===== src/common/sysst_pkg.sv =====
// shared constants for the dsp-side system status and reset-cause register
package sysst_pkg;
    localparam int unsigned ADDR_W = 8;
    localparam int unsigned DATA_W = 16;
    localparam int unsigned CLKSEL_W = 3;

    // register offset on the peripheral bus
    localparam logic [ADDR_W-1:0] SYSTEM_STATUS_RESET_CAUSE_OFS = 8'h18;

    // field positions
    localparam int unsigned CLKSEL_LSB = 11;
    localparam int unsigned CLKSEL_MSB = 13;
    localparam int unsigned MPU_IDLE_BIT = 6;
    localparam int unsigned POWER_ON_FLAG_BIT = 5;
    localparam int unsigned EXTERNAL_RESET_FLAG_BIT = 4;
    localparam int unsigned MPU_HOLD_RESET_BIT = 3;
    localparam int unsigned MPU_WATCHDOG_FLAG_BIT = 2;
    localparam int unsigned GLOBAL_SW_FLAG_BIT = 1;
    localparam int unsigned DSP_WATCHDOG_FLAG_BIT = 0;

    // reset values
    localparam logic [CLKSEL_W-1:0] CLKSEL_RST = 3'h0;
    localparam logic MPU_IDLE_RST = 1'b0;
    localparam logic FLAG_RST = 1'b0;
    localparam logic MPU_HOLD_RESET_RST = 1'b0;
    localparam logic [DATA_W-1:0] RDATA_RST = 16'h0000;
    localparam logic SYNC_PIN_RST = 1'b1;
endpackage : sysst_pkg


===== src/core/system_status_reset_cause.sv =====
// Function
// - bits 15-14 are reserved: read as zero, writes ignored
// - bits 13-11 mirror current clocking-scheme selection, reset to zero
// - bit 6 reads 1 while the mpu is idle, 0 while active
// - bit 5 set by power-on reset; write 0 clears, write 1 ignored
// - bit 4 set by external reset; write 0 clears, write 1 ignored
// - bit 3 read/write, 1 holds the mpu in reset, resets to 0
// - bit 2 set by mpu watchdog reset; cleared by pin or write 0
// - bit 1 set by global software reset; cleared by pin or write 0
// - bit 0 set by dsp watchdog reset; cleared by pin or write 0
// - global software reset only when mpu dsp-enable and mpu-reset bits both set
// - dsp-side software reset bit alone only raises the flag, no chip reset
module system_status_reset_cause
    import sysst_pkg::*;
(
    input wire logic mclk, // 20 MHz peripheral-bus clock
    input wire logic rst_n, // asynchronous reset, active low
    input wire logic [sysst_pkg::ADDR_W-1:0] bus_addr, // peripheral_bus byte offset
    input wire logic bus_wr, // peripheral_bus write strobe, one cycle
    input wire logic bus_rd, // peripheral_bus read strobe, one cycle
    input wire logic [sysst_pkg::DATA_W-1:0] bus_wdata, // write data
    input wire logic [sysst_pkg::CLKSEL_W-1:0] clock_select, // clocking scheme, async
    input wire logic mpu_idle, // mpu idle state, async
    input wire logic chip_reset_pin_n, // chip reset pin, async, active low
    input wire logic power_on_event, // cold start seen, one-cycle pulse
    input wire logic mpu_watchdog_event, // mpu watchdog underflow reset, pulse
    input wire logic dsp_watchdog_event, // dsp watchdog underflow reset, pulse
    input wire logic mpu_dsp_enable_bit, // dsp-enable bit of mpu_reset_control_one
    input wire logic mpu_reset_bit, // mpu-reset bit of mpu_reset_control_one
    input wire logic dsp_side_software_reset_bit, // bit of dsp_reset_control_one
    output logic [sysst_pkg::DATA_W-1:0] bus_rdata, // read data, registered
    output logic mpu_hold_reset, // holds the mpu in reset, registered
    output logic global_sw_reset // global software reset request, registered
);
    import sysst_pkg::*;

    // synchroniser stages
    logic [CLKSEL_W-1:0] clksel_meta_reg;
    logic [CLKSEL_W-1:0] clksel_reg;
    logic idle_meta_reg;
    logic idle_reg;
    logic pin_meta_reg;
    logic pin_sync_reg;
    logic pin_prev_reg;

    // sticky flags and the mpu hold bit
    logic power_on_flag_reg;
    logic external_reset_flag_reg;
    logic mpu_hold_reg;
    logic mpu_watchdog_reset_flag_reg;
    logic global_software_reset_flag_reg;
    logic dsp_watchdog_reset_flag_reg;

    // software request history and the registered chip reset request
    logic sw_bit_prev_reg;
    logic glob_req_prev_reg;
    logic global_sw_reset_reg;

    // registered read data
    logic [DATA_W-1:0] rdata_reg;

    // decode, set and clear terms and the read path
    logic hit_wr;
    logic hit_rd;
    logic pin_fall;
    logic glob_req;
    logic glob_req_rise;
    logic sw_bit_rise;
    logic glob_flag_set;
    logic power_on_set;
    logic power_on_clr;
    logic external_set;
    logic external_clr;
    logic mpu_wd_set;
    logic mpu_wd_clr;
    logic glob_clr;
    logic dsp_wd_set;
    logic dsp_wd_clr;
    logic [DATA_W-1:0] status_word;
    logic [DATA_W-1:0] rdata_next;

    // clocking-scheme level: two flops, only the second is read
    // the selection changes rarely, so two cycles of lag are harmless
    always_ff @(posedge mclk or negedge rst_n) begin
        if (!rst_n) begin
            clksel_meta_reg <= CLKSEL_RST;
            clksel_reg <= CLKSEL_RST;
        end else begin
            clksel_meta_reg <= clock_select;
            clksel_reg <= clksel_meta_reg;
        end
    end

    // mpu idle level: two flops, only the second is read
    // idle is only reported here, never acted on, so the lag costs nothing
    always_ff @(posedge mclk or negedge rst_n) begin
        if (!rst_n) begin
            idle_meta_reg <= MPU_IDLE_RST;
            idle_reg <= MPU_IDLE_RST;
        end else begin
            idle_meta_reg <= mpu_idle;
            idle_reg <= idle_meta_reg;
        end
    end

    // chip reset pin: two flops, only the second is read
    // the pin is asynchronous to mclk and may be slow or noisy at its edge
    always_ff @(posedge mclk or negedge rst_n) begin
        if (!rst_n) begin
            pin_meta_reg <= SYNC_PIN_RST;
            pin_sync_reg <= SYNC_PIN_RST;
        end else begin
            pin_meta_reg <= chip_reset_pin_n;
            pin_sync_reg <= pin_meta_reg;
        end
    end

    // previous synchronised pin level for the fall detector
    // resets to the released level so leaving reset gives no false edge
    always_ff @(posedge mclk or negedge rst_n) begin
        if (!rst_n) begin
            pin_prev_reg <= SYNC_PIN_RST;
        end else begin
            pin_prev_reg <= pin_sync_reg;
        end
    end

    // decode and event terms; edge detection reads only the second sync stage
    assign hit_wr = bus_wr && (bus_addr == SYSTEM_STATUS_RESET_CAUSE_OFS);
    assign hit_rd = bus_rd && (bus_addr == SYSTEM_STATUS_RESET_CAUSE_OFS);
    assign pin_fall = pin_prev_reg && !pin_sync_reg;
    assign glob_req = mpu_dsp_enable_bit && mpu_reset_bit;

    // rising edges only, so a request held high flags once, not every cycle
    assign glob_req_rise = glob_req && !glob_req_prev_reg;
    assign sw_bit_rise = dsp_side_software_reset_bit && !sw_bit_prev_reg;
    assign glob_flag_set = glob_req_rise || sw_bit_rise;

    // set sources, one per flag
    assign power_on_set = power_on_event;
    assign external_set = pin_fall;
    assign mpu_wd_set = mpu_watchdog_event;
    assign dsp_wd_set = dsp_watchdog_event;

    // write-zero clears, one per flag
    // a written one matches no clear term, so the bus can never set a flag
    assign power_on_clr = hit_wr && !bus_wdata[POWER_ON_FLAG_BIT];
    assign external_clr = hit_wr && !bus_wdata[EXTERNAL_RESET_FLAG_BIT];

    assign mpu_wd_clr = pin_fall || (hit_wr && !bus_wdata[MPU_WATCHDOG_FLAG_BIT]);
    assign glob_clr = pin_fall || (hit_wr && !bus_wdata[GLOBAL_SW_FLAG_BIT]);
    assign dsp_wd_clr = pin_fall || (hit_wr && !bus_wdata[DSP_WATCHDOG_FLAG_BIT]);

    // dsp-side request history for its rising edge
    // resets low, so a request already high at release still flags once
    always_ff @(posedge mclk or negedge rst_n) begin
        if (!rst_n) begin
            sw_bit_prev_reg <= 1'b0;
        end else begin
            sw_bit_prev_reg <= dsp_side_software_reset_bit;
        end
    end

    // mpu pair request history for its rising edge
    // same reset choice as the dsp side, for the same reason
    always_ff @(posedge mclk or negedge rst_n) begin
        if (!rst_n) begin
            glob_req_prev_reg <= 1'b0;
        end else begin
            glob_req_prev_reg <= glob_req;
        end
    end

    // chip reset only from the mpu pair
    // registered so the request leaving the block is free of decode glitches
    always_ff @(posedge mclk or negedge rst_n) begin
        if (!rst_n) begin
            global_sw_reset_reg <= 1'b0;
        end else begin
            global_sw_reset_reg <= glob_req;
        end
    end

    // cleared only by its own zero; a set in the same cycle wins
    // the power-on source is a one-cycle pulse from the reset sequencer
    always_ff @(posedge mclk or negedge rst_n) begin
        if (!rst_n) begin
            power_on_flag_reg <= FLAG_RST;
        end else if (power_on_set) begin
            power_on_flag_reg <= 1'b1;
        end else if (power_on_clr) begin
            power_on_flag_reg <= 1'b0;
        end
    end

    // external reset flag sticky
    // the pin assertion edge is the set source, so it is never cleared by it
    always_ff @(posedge mclk or negedge rst_n) begin
        if (!rst_n) begin
            external_reset_flag_reg <= FLAG_RST;
        end else if (external_set) begin
            external_reset_flag_reg <= 1'b1;
        end else if (external_clr) begin
            external_reset_flag_reg <= 1'b0;
        end
    end

    // mpu hold-in-reset control bit
    // only meant for test and debug, so no interlock against misuse
    // every write to the offset rewrites the bit, as it is plain read/write
    always_ff @(posedge mclk or negedge rst_n) begin
        if (!rst_n) begin
            mpu_hold_reg <= MPU_HOLD_RESET_RST;
        end else if (hit_wr) begin
            mpu_hold_reg <= bus_wdata[MPU_HOLD_RESET_BIT];
        end
    end

    // mpu watchdog flag: set beats pin and write clears
    // an underflow in the cycle of a clearing write must not be lost
    always_ff @(posedge mclk or negedge rst_n) begin
        if (!rst_n) begin
            mpu_watchdog_reset_flag_reg <= FLAG_RST;
        end else if (mpu_wd_set) begin
            mpu_watchdog_reset_flag_reg <= 1'b1;
        end else if (mpu_wd_clr) begin
            mpu_watchdog_reset_flag_reg <= 1'b0;
        end
    end

    // global software flag: set beats pin and write clears
    // a request in the cycle of a clearing write must not be lost
    always_ff @(posedge mclk or negedge rst_n) begin
        if (!rst_n) begin
            global_software_reset_flag_reg <= FLAG_RST;
        end else if (glob_flag_set) begin
            global_software_reset_flag_reg <= 1'b1;
        end else if (glob_clr) begin
            global_software_reset_flag_reg <= 1'b0;
        end
    end

    // dsp watchdog flag: set beats pin and write clears
    // an underflow in the cycle of a clearing write must not be lost
    always_ff @(posedge mclk or negedge rst_n) begin
        if (!rst_n) begin
            dsp_watchdog_reset_flag_reg <= FLAG_RST;
        end else if (dsp_wd_set) begin
            dsp_watchdog_reset_flag_reg <= 1'b1;
        end else if (dsp_wd_clr) begin
            dsp_watchdog_reset_flag_reg <= 1'b0;
        end
    end

    // read word assembly; unlisted bits stay zero
    always_comb begin
        status_word = '0;
        status_word[CLKSEL_MSB:CLKSEL_LSB] = clksel_reg;
        status_word[MPU_IDLE_BIT] = idle_reg;
        status_word[POWER_ON_FLAG_BIT] = power_on_flag_reg;
        status_word[EXTERNAL_RESET_FLAG_BIT] = external_reset_flag_reg;
        status_word[MPU_HOLD_RESET_BIT] = mpu_hold_reg;
        status_word[MPU_WATCHDOG_FLAG_BIT] = mpu_watchdog_reset_flag_reg;
        status_word[GLOBAL_SW_FLAG_BIT] = global_software_reset_flag_reg;
        status_word[DSP_WATCHDOG_FLAG_BIT] = dsp_watchdog_reset_flag_reg;
        // reserved fields keep the zero set above
    end

    // read mux, reserved and unmapped zero
    // zero rather than undefined keeps repeated reads comparable for software
    always_comb begin
        rdata_next = RDATA_RST;
        if (hit_rd) begin
            rdata_next = status_word;
        end else begin
            // unmapped offset
            rdata_next = RDATA_RST;
        end
    end

    // reserved bits read zero
    // read data holds until the next read; unmapped offsets return zero
    always_ff @(posedge mclk or negedge rst_n) begin
        if (!rst_n) begin
            rdata_reg <= RDATA_RST;
        end else if (bus_rd) begin
            rdata_reg <= rdata_next;
        end
    end

    // read data straight from its flop
    assign bus_rdata = rdata_reg;
    // hold level straight from its flop
    assign mpu_hold_reset = mpu_hold_reg;
    // chip reset request straight from its flop
    assign global_sw_reset = global_sw_reset_reg;
endmodule // system_status_reset_cause


===== config.mk =====
export PLATFORM = sky130hd
export DESIGN_NAME = system_status_reset_cause
export DESIGN_NICKNAME = d
export VERILOG_FILES = /design/src/common/sysst_pkg.sv /design/src/core/system_status_reset_cause.sv
export SDC_FILE = /design/constraint.sdc
export NUM_CORES = 1
export LEC_CHECK = 0
export ABC_AREA = 1
export BUFFER_PORTS_ARGS = -buffer_cell sky130_fd_sc_hd__buf_2
export CORE_UTILIZATION = 41
export DETAILED_ROUTE_END_ITERATION = 6
export PLACE_DENSITY_LB_ADDON = 0.3
export RECOVER_POWER = 50
export REMOVE_ABC_BUFFERS = 1
export SYNTH_ARGS = -nofsm -noshare
export SYNTH_HDL_FRONTEND = slang
export SYNTH_SLANG_ARGS = --single-unit

===== constraint.sdc =====
create_clock -name mclk -period 1 [get_ports mclk]
set_input_delay 0.05 -clock mclk [delete_from_list [all_inputs] [get_ports mclk]]
set_output_delay 0.05 -clock mclk [all_outputs]
set_load 0.01 [all_outputs]

; After elaboration in Yosys (flattened, before gate mapping)
; Cells that the tools add are included.
[totals]
reg_bits = 35
inputBits = 39
out_inout_bits = 18
[classes]
muxes = 11
reduce_logical = 28
n_eq_ne = 1
[op_table]
columns = operator, n
row1 = two-way mux 14 bit, 1
row2 = logical AND 1 bit, 11
row3 = two-way mux 1 bit, 10
row4 = nonzero test 2 bit, 5
row5 = == test 8 x 5 -> 1 bit (second input constant), 1
row6 = zero test 1 bit, 8
row7 = logical OR 1 bit, 4

; Longest topological paths before layout
; Gate-level depths: netlist (run 1).
[depth]
word_depth = 6
depth_mapped = 6
ltp_nobuf = 6

; Worst setup path before layout (run 1)
; No wires, ideal clock.
[synth_path]
path_type = register to register
from = register pin_prev_reg
to = register global_software_reset_flag_reg
t_arrival_ns = 0.831
required_time_ns = 0.881
path_stages_with_launch = 6
slack_ns = 0.050
setup_ns = 0.119
path_cell_list = dfstp_2 > inv_1 > nor2_1 > nor2_1 > nand2_1 > nand2_1
[synth_via]
elab_chain_cells = 3
[synth_lines]
columns = element, line_no
row1 = from (decl), system_status_reset_cause.sv:44  ; logic pin_prev_reg;
row2 = from (signal assigned), system_status_reset_cause.sv:124  ; pin_prev_reg <= pin_sync_reg;
row3 = logical AND 1 bit, system_status_reset_cause.sv:131  ; assign pin_fall = pin_prev_reg && !pin_sync_reg;
row4 = logical OR 1 bit, system_status_reset_cause.sv:151  ; assign glob_clr = pin_fall || (hit_wr && !bus_wdata[GLOBAL_SW_FLAG_BIT]);
row5 = nonzero test 2 bit (no line), -
row6 = to (signal assigned), system_status_reset_cause.sv:235  ; global_software_reset_flag_reg <= FLAG_RST;
row7 = to (signal assigned), system_status_reset_cause.sv:237  ; global_software_reset_flag_reg <= 1'b1;
row8 = to (signal assigned), system_status_reset_cause.sv:239  ; global_software_reset_flag_reg <= 1'b0;
row9 = to (decl), system_status_reset_cause.sv:51  ; logic global_software_reset_flag_reg;
; No other way between the ends.
; A chain may end at the register's enable or synchronous reset.

; Final worst setup path (run 1)
[layout_path]
from = register pin_prev_reg
to = register dsp_watchdog_reset_flag_reg
[layout_via]
elab_chain_cells = 3
[layout_lines]
columns = element, line_no
row1 = logical AND 1 bit, system_status_reset_cause.sv:131
row2 = logical OR 1 bit, system_status_reset_cause.sv:152  ; assign dsp_wd_clr = pin_fall || (hit_wr && !bus_wdata[DSP_WATCHDOG_FLAG_BIT]);
row3 = nonzero test 2 bit (no line), -
row4 = to (signal assigned), system_status_reset_cause.sv:247  ; dsp_watchdog_reset_flag_reg <= FLAG_RST;
row5 = to (signal assigned), system_status_reset_cause.sv:249  ; dsp_watchdog_reset_flag_reg <= 1'b1;
row6 = to (signal assigned), system_status_reset_cause.sv:251  ; dsp_watchdog_reset_flag_reg <= 1'b0;
row7 = to (decl), system_status_reset_cause.sv:52  ; logic dsp_watchdog_reset_flag_reg;
; No other way between the ends.

==> impl_metrics.json, run 1 <==
{
  "status": "complete, but fails checks",
  "violated_checks": "DRC",
  "cts_tree": "done",
  "synth.yosys.warnings": 0,
  "detailed_routing_iterations_pass_1": 6,
  "wl_um": 2010,
  "maxClockFrequency_mhz": 1070,
  "synth-async-reset-ratio_pct": 100,
  "post_syn_area_per_cell_um2": 10.4,
  "route.detailed.vias_per_inst": 4.29,
  "finalNetCount": 217,
  "drt_wl_cell_um": 9.57,
  "syn_inst": 118,
  "detailed_place_hpwl_um": 1470,
  "grt_antenna_before_repair": 0,
  "cts.path.max_buffers": 2,
  "cts_sinks": 29,
  "antenna_left": 0,
  "yosysTopAreaCellShare_pct": 53.1,
  "ys_types": 17,
  "post_synth_main_area_contributors": "dfrtp_1 (53%), inv_1 (11%), o22ai_2 (10%), dfstp_2 (6.4%), nand2_1 (4.3%)",
  "rows": 19,
  "final.fill_count": 239,
  "worst-path-buf-inv": 1,
  "netlist.top_cell.by_area": "dfrtp_1",
  "initial_utilization_pct": 43.7,
  "synth_seq_area_share_pct": 59.6,
  "globalRoute.totalOverflow": 0,
  "layout-drive-gt1-share_pct": 39.1,
  "yosys-top-cells-count": "inv_1 (37), dfrtp_1 (26), nand2_1 (14)",
  "timing.clock.skew_ps": 4.11,
  "critical_path_arrival_ps": 1150,
  "hold_path_class": "input pin to register",
  "crit_slowest_cell": "dfstp_2",
  "peakVddDrop_mv": 1.08,
  "total_leakage_power_nw": 0.917,
  "tritoncts.num_buffers": 5,
  "detailedRoute.firstIterationViolations": 20,
  "critical_path_required_ps": 1220,
  "multiInputGateArea_um2": 325,
  "insertion_delay_ps": 320,
  "grt_setup_unrepaired": "true",
  "synth_ff_type": "dfrtp_1",
  "post_layout_nonfiller_instances": 210,
  "path_max_fanout": 4,
  "critPathMostFrequentCell": "nand2_1",
  "slowest_delay_ps": 520,
  "critical-path-top-delay-family": "flip-flops",
  "syn-cell-area_um2": 1220,
  "core_area_um2": 2810,
  "die_width_um": 56.7,
  "slew_viol_final": 0,
  "ioPinCount": 57,
  "grt_util_all_layers_pct": 14.8,
  "max_ffs_per_register": 10,
  "worstPathCellList": "inv_1 -> nor2_4 -> nor2_1 -> nand2_1 -> nand2_1",
  "grt_pass1_vias": 880,
  "post-synth-top-count-cell": "inv_1",
  "whs_ps": 28.0,
  "worst_setup_hold_path_clk_slew_ps": 90,
  "finalWeightedCongestion": 0.741,
  "floorplan.die_area_um2": 3210,
  "finalCriticalPeriod_ps": 934,
  "max-cap-violations": 0,
  "period_share_pct": 93.4,
  "io_port_bufs": 40,
  "finalHoldViolCount": 0,
  "pd_cells_nw_per_um2": 1280,
  "synthToLayoutAreaGrowth_pct": 33.4,
  "sequential_cell_area_um2": 729,
  "post-route-cell-area_um2": 1630,
  "worst_setup_path_start_kind": "register",
  "first_pass_grt_wire_length_um": 3450,
  "height_of_the_die_um": 56.7,
  "antennaDiodeCount": 0,
  "placedInstanceArea_um2": 1460,
  "final_util_pct": 58.3,
  "finalSetupViolCount": 0,
  "grt_max_degree": 17,
  "route.detailed.drc": 4,
  "htree_levels": 2,
  "p_total_mw": 2.09,
  "number_of_enable_flip_flop_cells_after_synthesis": 0,
  "endpoint_type_of_the_worst_setup_path": "register",
  "number_of_synthesized_register_bits": 29,
  "routed-via-count": 901,
  "ctsRootBufferMaster": "clkbuf_4",
  "dp.cells": 189,
  "setup_cp_type": "register to register"
}
==> cell usage in the layout, fill, tap and decap left out, drive strengths merged <==
| cell type | count |
|---|---|
| nand4 | 5 |
| dfrtp | 26 |
| clkbuf | 8 |
| a21oi | 1 |
| buf | 40 |
| dlygate4sd3 | 13 |
| conb | 6 |
| nor2 | 7 |
| dfstp | 3 |
| o22ai | 10 |
| o21ai | 1 |
| inv | 39 |
| nand2 | 16 |
| clkinv | 2 |
| nand3 | 2 |
==> report_power, final <==
| part | internal, mW | total (mW) | switching, mW |
|---|---|---|---|
| combinational | 0.107 | 0.228 | 0.121 |
| sequential | 1.22 | 1.23 | 0.0125 |
| clock | 0.267 | 0.639 | 0.372 |
| total | 1.59 | 2.09 | 0.505 |
==> cell families (layout without fill, tap and decap cells) <==
family,Yosys count,count (layout),share of synthesized area [%]
other,1,6,0.306
buffers and inverters,46,102,16.0
DFF,29,29,59.6
AOI/OAI and AO/OA,12,12,11.0
and+or+nand+nor,30,30,13.1
==> worst min-delay path: stages <==
cell,delay (ps)
buf_2,80
inv_1,30
nand4_1,70
nand2_1,50
nand2_1,40
==> what timing repair did <==
| item | 4_1_cts | 5_1_grt |
|---|---|---|
| buffers inserted | 0 | 0 |
| endpoints found under the setup margin | 3 | 3 |
| hold endpoints to repair | 41 | 0 |
| resized for setup | 1 | 1 |
| hold buffers | 13 | 0 |
==> final timing paths <==
check,startpoint,endpoint,cells past startpoint,slack [ps]
min in group asynchronous,rst_n,sw_bit_prev_reg$_DFF_PN0_,2,150
worst max-delay path,pin_prev_reg$_DFF_PN1_,dsp_watchdog_reset_flag_reg$_DFFE_PN0P_,5,70
worst min register to register,clksel_meta_reg[1]$_DFF_PN0_,clksel_reg[1]$_DFF_PN0_,0,350
max in group asynchronous,rst_n,clksel_reg[0]$_DFF_PN0_,3,170
worst min-delay path,bus_wdata[5],power_on_flag_reg$_DFFE_PN0P_,5,30
worst max register to register,pin_prev_reg$_DFF_PN1_,dsp_watchdog_reset_flag_reg$_DFFE_PN0P_,5,70
==> metal layers <==
layer / part of all wire [%] / wire, um / global-route usage, % / vias to the layer above
li1: - / - / - / 461
met1: 39 / 783 / 15.2 / 407
met2: 54 / 1090 / 25.7 / 26
met3: 4.4 / 88 / 4.84 / 7
met4: 2.5 / 51 / 9.64 / 0
met5: 0 / 0 / 0 / -
==> cell type report <==
type	instances	area share, %
inverter	39	8.96
timing repair buffer	55	21.0
clock buffer	6	2.53
multi-input combinational	48	19.9
clock inverter	2	0.613
sequential	29	44.6
tap	31	2.37
==> per-stage QoR <==
step / setup TNS, ps / setup WS, ps
6_report: 0 / 65.8
4_1_cts: 0 / 16.3
5_1_grt: -41.9 / -17.4
3_3_place_gp: -35.2 / -16.7
2_1_floorplan: 0 / 49.7
3_5_place_dp: -51.5 / -32.6
Power figures use the tool's default switching activity.
==> inputs of run 2 (changes only) <==
--- a/config.mk
+++ b/config.mk
@@ -7,10 +7,12 @@
 export LEC_CHECK = 0
 export ABC_AREA = 1
 export BUFFER_PORTS_ARGS = -buffer_cell sky130_fd_sc_hd__buf_2
-export CORE_UTILIZATION = 41
+export CELL_PAD_IN_SITES_DETAIL_PLACEMENT = 0
+export CELL_PAD_IN_SITES_GLOBAL_PLACEMENT = 1
+export CORE_UTILIZATION = 30
 export DETAILED_ROUTE_END_ITERATION = 6
 export PLACE_DENSITY_LB_ADDON = 0.3
-export RECOVER_POWER = 50
+export RECOVER_POWER = 100
 export REMOVE_ABC_BUFFERS = 1
 export SYNTH_ARGS = -nofsm -noshare
 export SYNTH_HDL_FRONTEND = slang
==> run 2 against run 1 <==
  * The flow now finishes without violations
  * Non-clock buffer count did not move
  * Die area rose by 35%
  * Critical path type unchanged
  * Global-route usage fell by 2.4 points
  * Design area rose by 6.1%
  * Critical path depth did not move
  * Register-to-register slack got worse by 40 ps
  * Clock skew barely moved
  * Wire length rose by 12%
  * Largest cell class unchanged
  * Clock power rose by 91%
  * Combinational power rose by 4%
==> impl_metrics.json, run 2 (synthesis gave the netlist of run 1 again) <==
{
  "finalWeightedCongestion": 0.685,
  "io_port_bufs": 40,
  "cts_tree": "done",
  "detailed_place_hpwl_um": 1630,
  "finalSetupViolCount": 0,
  "routed-via-count": 900,
  "critical_path_required_ps": 1160,
  "power_frac_comb_pct": 8.8,
  "final_util_pct": 45.7,
  "tritoncts.num_buffers": 5,
  "route.detailed.vias_per_inst": 3.96,
  "timing.clock.skew_ps": 4.57,
  "globalRoute.totalOverflow": 0,
  "path_max_fanout": 4,
  "switching_share_pct": 20.4,
  "r2r.worst_path.cells": 5,
  "endpoint_type_of_the_worst_setup_path": "register",
  "htree_levels": 2,
  "grt_antenna_before_repair": 0,
  "post-route-cell-area_um2": 1730,
  "power.internal_mw": 2.14,
  "core_area_um2": 3800,
  "total_leakage_power_nw": 0.946,
  "period_share_pct": 97.3,
  "layout_common_cells": "buf_2 (38), inv_1 (36), dfrtp_1 (26)",
  "status": "completed",
  "pd_cells_nw_per_um2": 1550,
  "synthToLayoutAreaGrowth_pct": 41.6,
  "regToRegEndpoint": "global_software_reset_flag_reg$_DFFE_PN0P_",
  "min-delay-start": "bus_wdata[3]",
  "layout-drive-gt1-share_pct": 40.2,
  "route.detailed.drc": 0,
  "rows": 22,
  "grt_util_all_layers_pct": 12.4,
  "power.clock.fraction_pct": 45.4,
  "max_ffs_per_register": 10,
  "die_width_um": 65.9,
  "floorplan.die_area_um2": 4340,
  "max-cap-violations": 0,
  "detailedRoute.firstIterationViolations": 50,
  "cts_sinks": 29,
  "worst_setup_path_start_kind": "register",
  "critical_path_arrival_ps": 1130,
  "initial_utilization_pct": 32.2,
  "placedInstanceArea_um2": 1480,
  "slew_viol_final": 0,
  "ctsRootBufferMaster": "clkbuf_8",
  "detailed_routing_iterations_pass_1": 4,
  "final_common_cell": "buf_2",
  "height_of_the_die_um": 65.9,
  "finalCriticalPeriod_ps": 973,
  "finalHoldViolCount": 0,
  "antenna_left": 0,
  "cts.path.max_buffers": 2,
  "hold_path_class": "input pin to register",
  "hold-path-cell-count": 3,
  "drt_wl_cell_um": 9.94,
  "power.switching_mw": 0.549,
  "ioPinCount": 57,
  "worst_setup_hold_path_clk_slew_ps": 60,
  "peakVddDrop_mv": 0.719,
  "maxClockFrequency_mhz": 1030,
  "timing.hold.worst_endpoint": "mpu_hold_reset$_DFFE_PN0P_",
  "antennaDiodeCount": 0,
  "grt_max_degree": 18,
  "seqPwrFrac_pct": 45.8,
  "wl_um": 2260,
  "grt_pass1_vias": 920,
  "insertion_delay_ps": 270,
  "timing.rr.start": "pin_prev_reg$_DFF_PN1_",
  "r2r_slack_ps": 30,
  "grt_setup_unrepaired": "true",
  "finalNetCount": 217,
  "setup_cp_type": "register to register",
  "first_pass_grt_wire_length_um": 3840
}
## run 2: worst max-delay path by stage
stage	start	end	slack, ps	depth (start not counted)
floorplan	pin_prev_reg$_DFF_PN1_	global_software_reset_flag_reg$_DFFE_PN0P_	50	5
global placement	pin_prev_reg$_DFF_PN1_	global_software_reset_flag_reg$_DFFE_PN0P_	-30	5
detailed placement	pin_prev_reg$_DFF_PN1_	mpu_watchdog_reset_flag_reg$_DFFE_PN0P_	-30	5
CTS	pin_prev_reg$_DFF_PN1_	mpu_watchdog_reset_flag_reg$_DFFE_PN0P_	30	5
global route	pin_prev_reg$_DFF_PN1_	global_software_reset_flag_reg$_DFFE_PN0P_	-30	5
finish	pin_prev_reg$_DFF_PN1_	global_software_reset_flag_reg$_DFFE_PN0P_	30	5
## run 2: layout make-up
class	count	area [um2]
fillers	379	2060
flip-flops and latches	29	729
repair buffers	55	354
multi-input cells	48	328
inverters	39	146
clock buffers	7	86.3
well taps	48	60.1
clock inverters	1	30.0
## run 2: what timing repair did
item                                    4_1_cts  5_1_grt
hold endpoints to repair                     39        0
pin swaps                                     0        4
hold buffers                                 12        0
buffers inserted                              0        1
resized for setup                             1        3
endpoints found under the setup margin        3        3
## run 2: stage by stage
stage / setup slack, ps / power, mW / TNS [ps] / cells / hold WS (ps)
6_report: 26.7 / 2.69 / 0 / 227 / 7.72
5_1_grt: -34.8 / 2.82 / -89.1 / 227 / 19.9
4_1_cts: 26.3 / 2.72 / 0 / 226 / 8.11
3_5_place_dp: -29.2 / 1.45 / -71.9 / 206 / -31.8
3_3_place_gp: -25.3 / 1.44 / -58.9 / 206 / -39.0
2_1_floorplan: 49.7 / 1.33 / 0 / 116 / -246
## run 2: routing by layer
metal  GRT usage [%]  share of wire [%]
met3            4.83                5.6
met2            20.0                 50
met5               0                  0
met4            7.34                1.8
met1            13.7                 42
## run 2: power by group through the flow
stage | Combinational [mW] | Sequential (mW) | Clock (mW)
3_3_place_gp | 0.194 | 1.25 | 0
4_1_cts | 0.236 | 1.23 | 1.26
3_5_place_dp | 0.198 | 1.25 | 0
2_1_floorplan | 0.0763 | 1.25 | 0
6_report | 0.237 | 1.23 | 1.22
5_1_grt | 0.269 | 1.23 | 1.32
## run 2: worst max-delay path, cell delays in order, from the launching register on
cell     delay (ps)
dfstp_2         520
inv_2            40
nor2_4          140
nor2_1           60
nand2_1          50
nand2_1          40
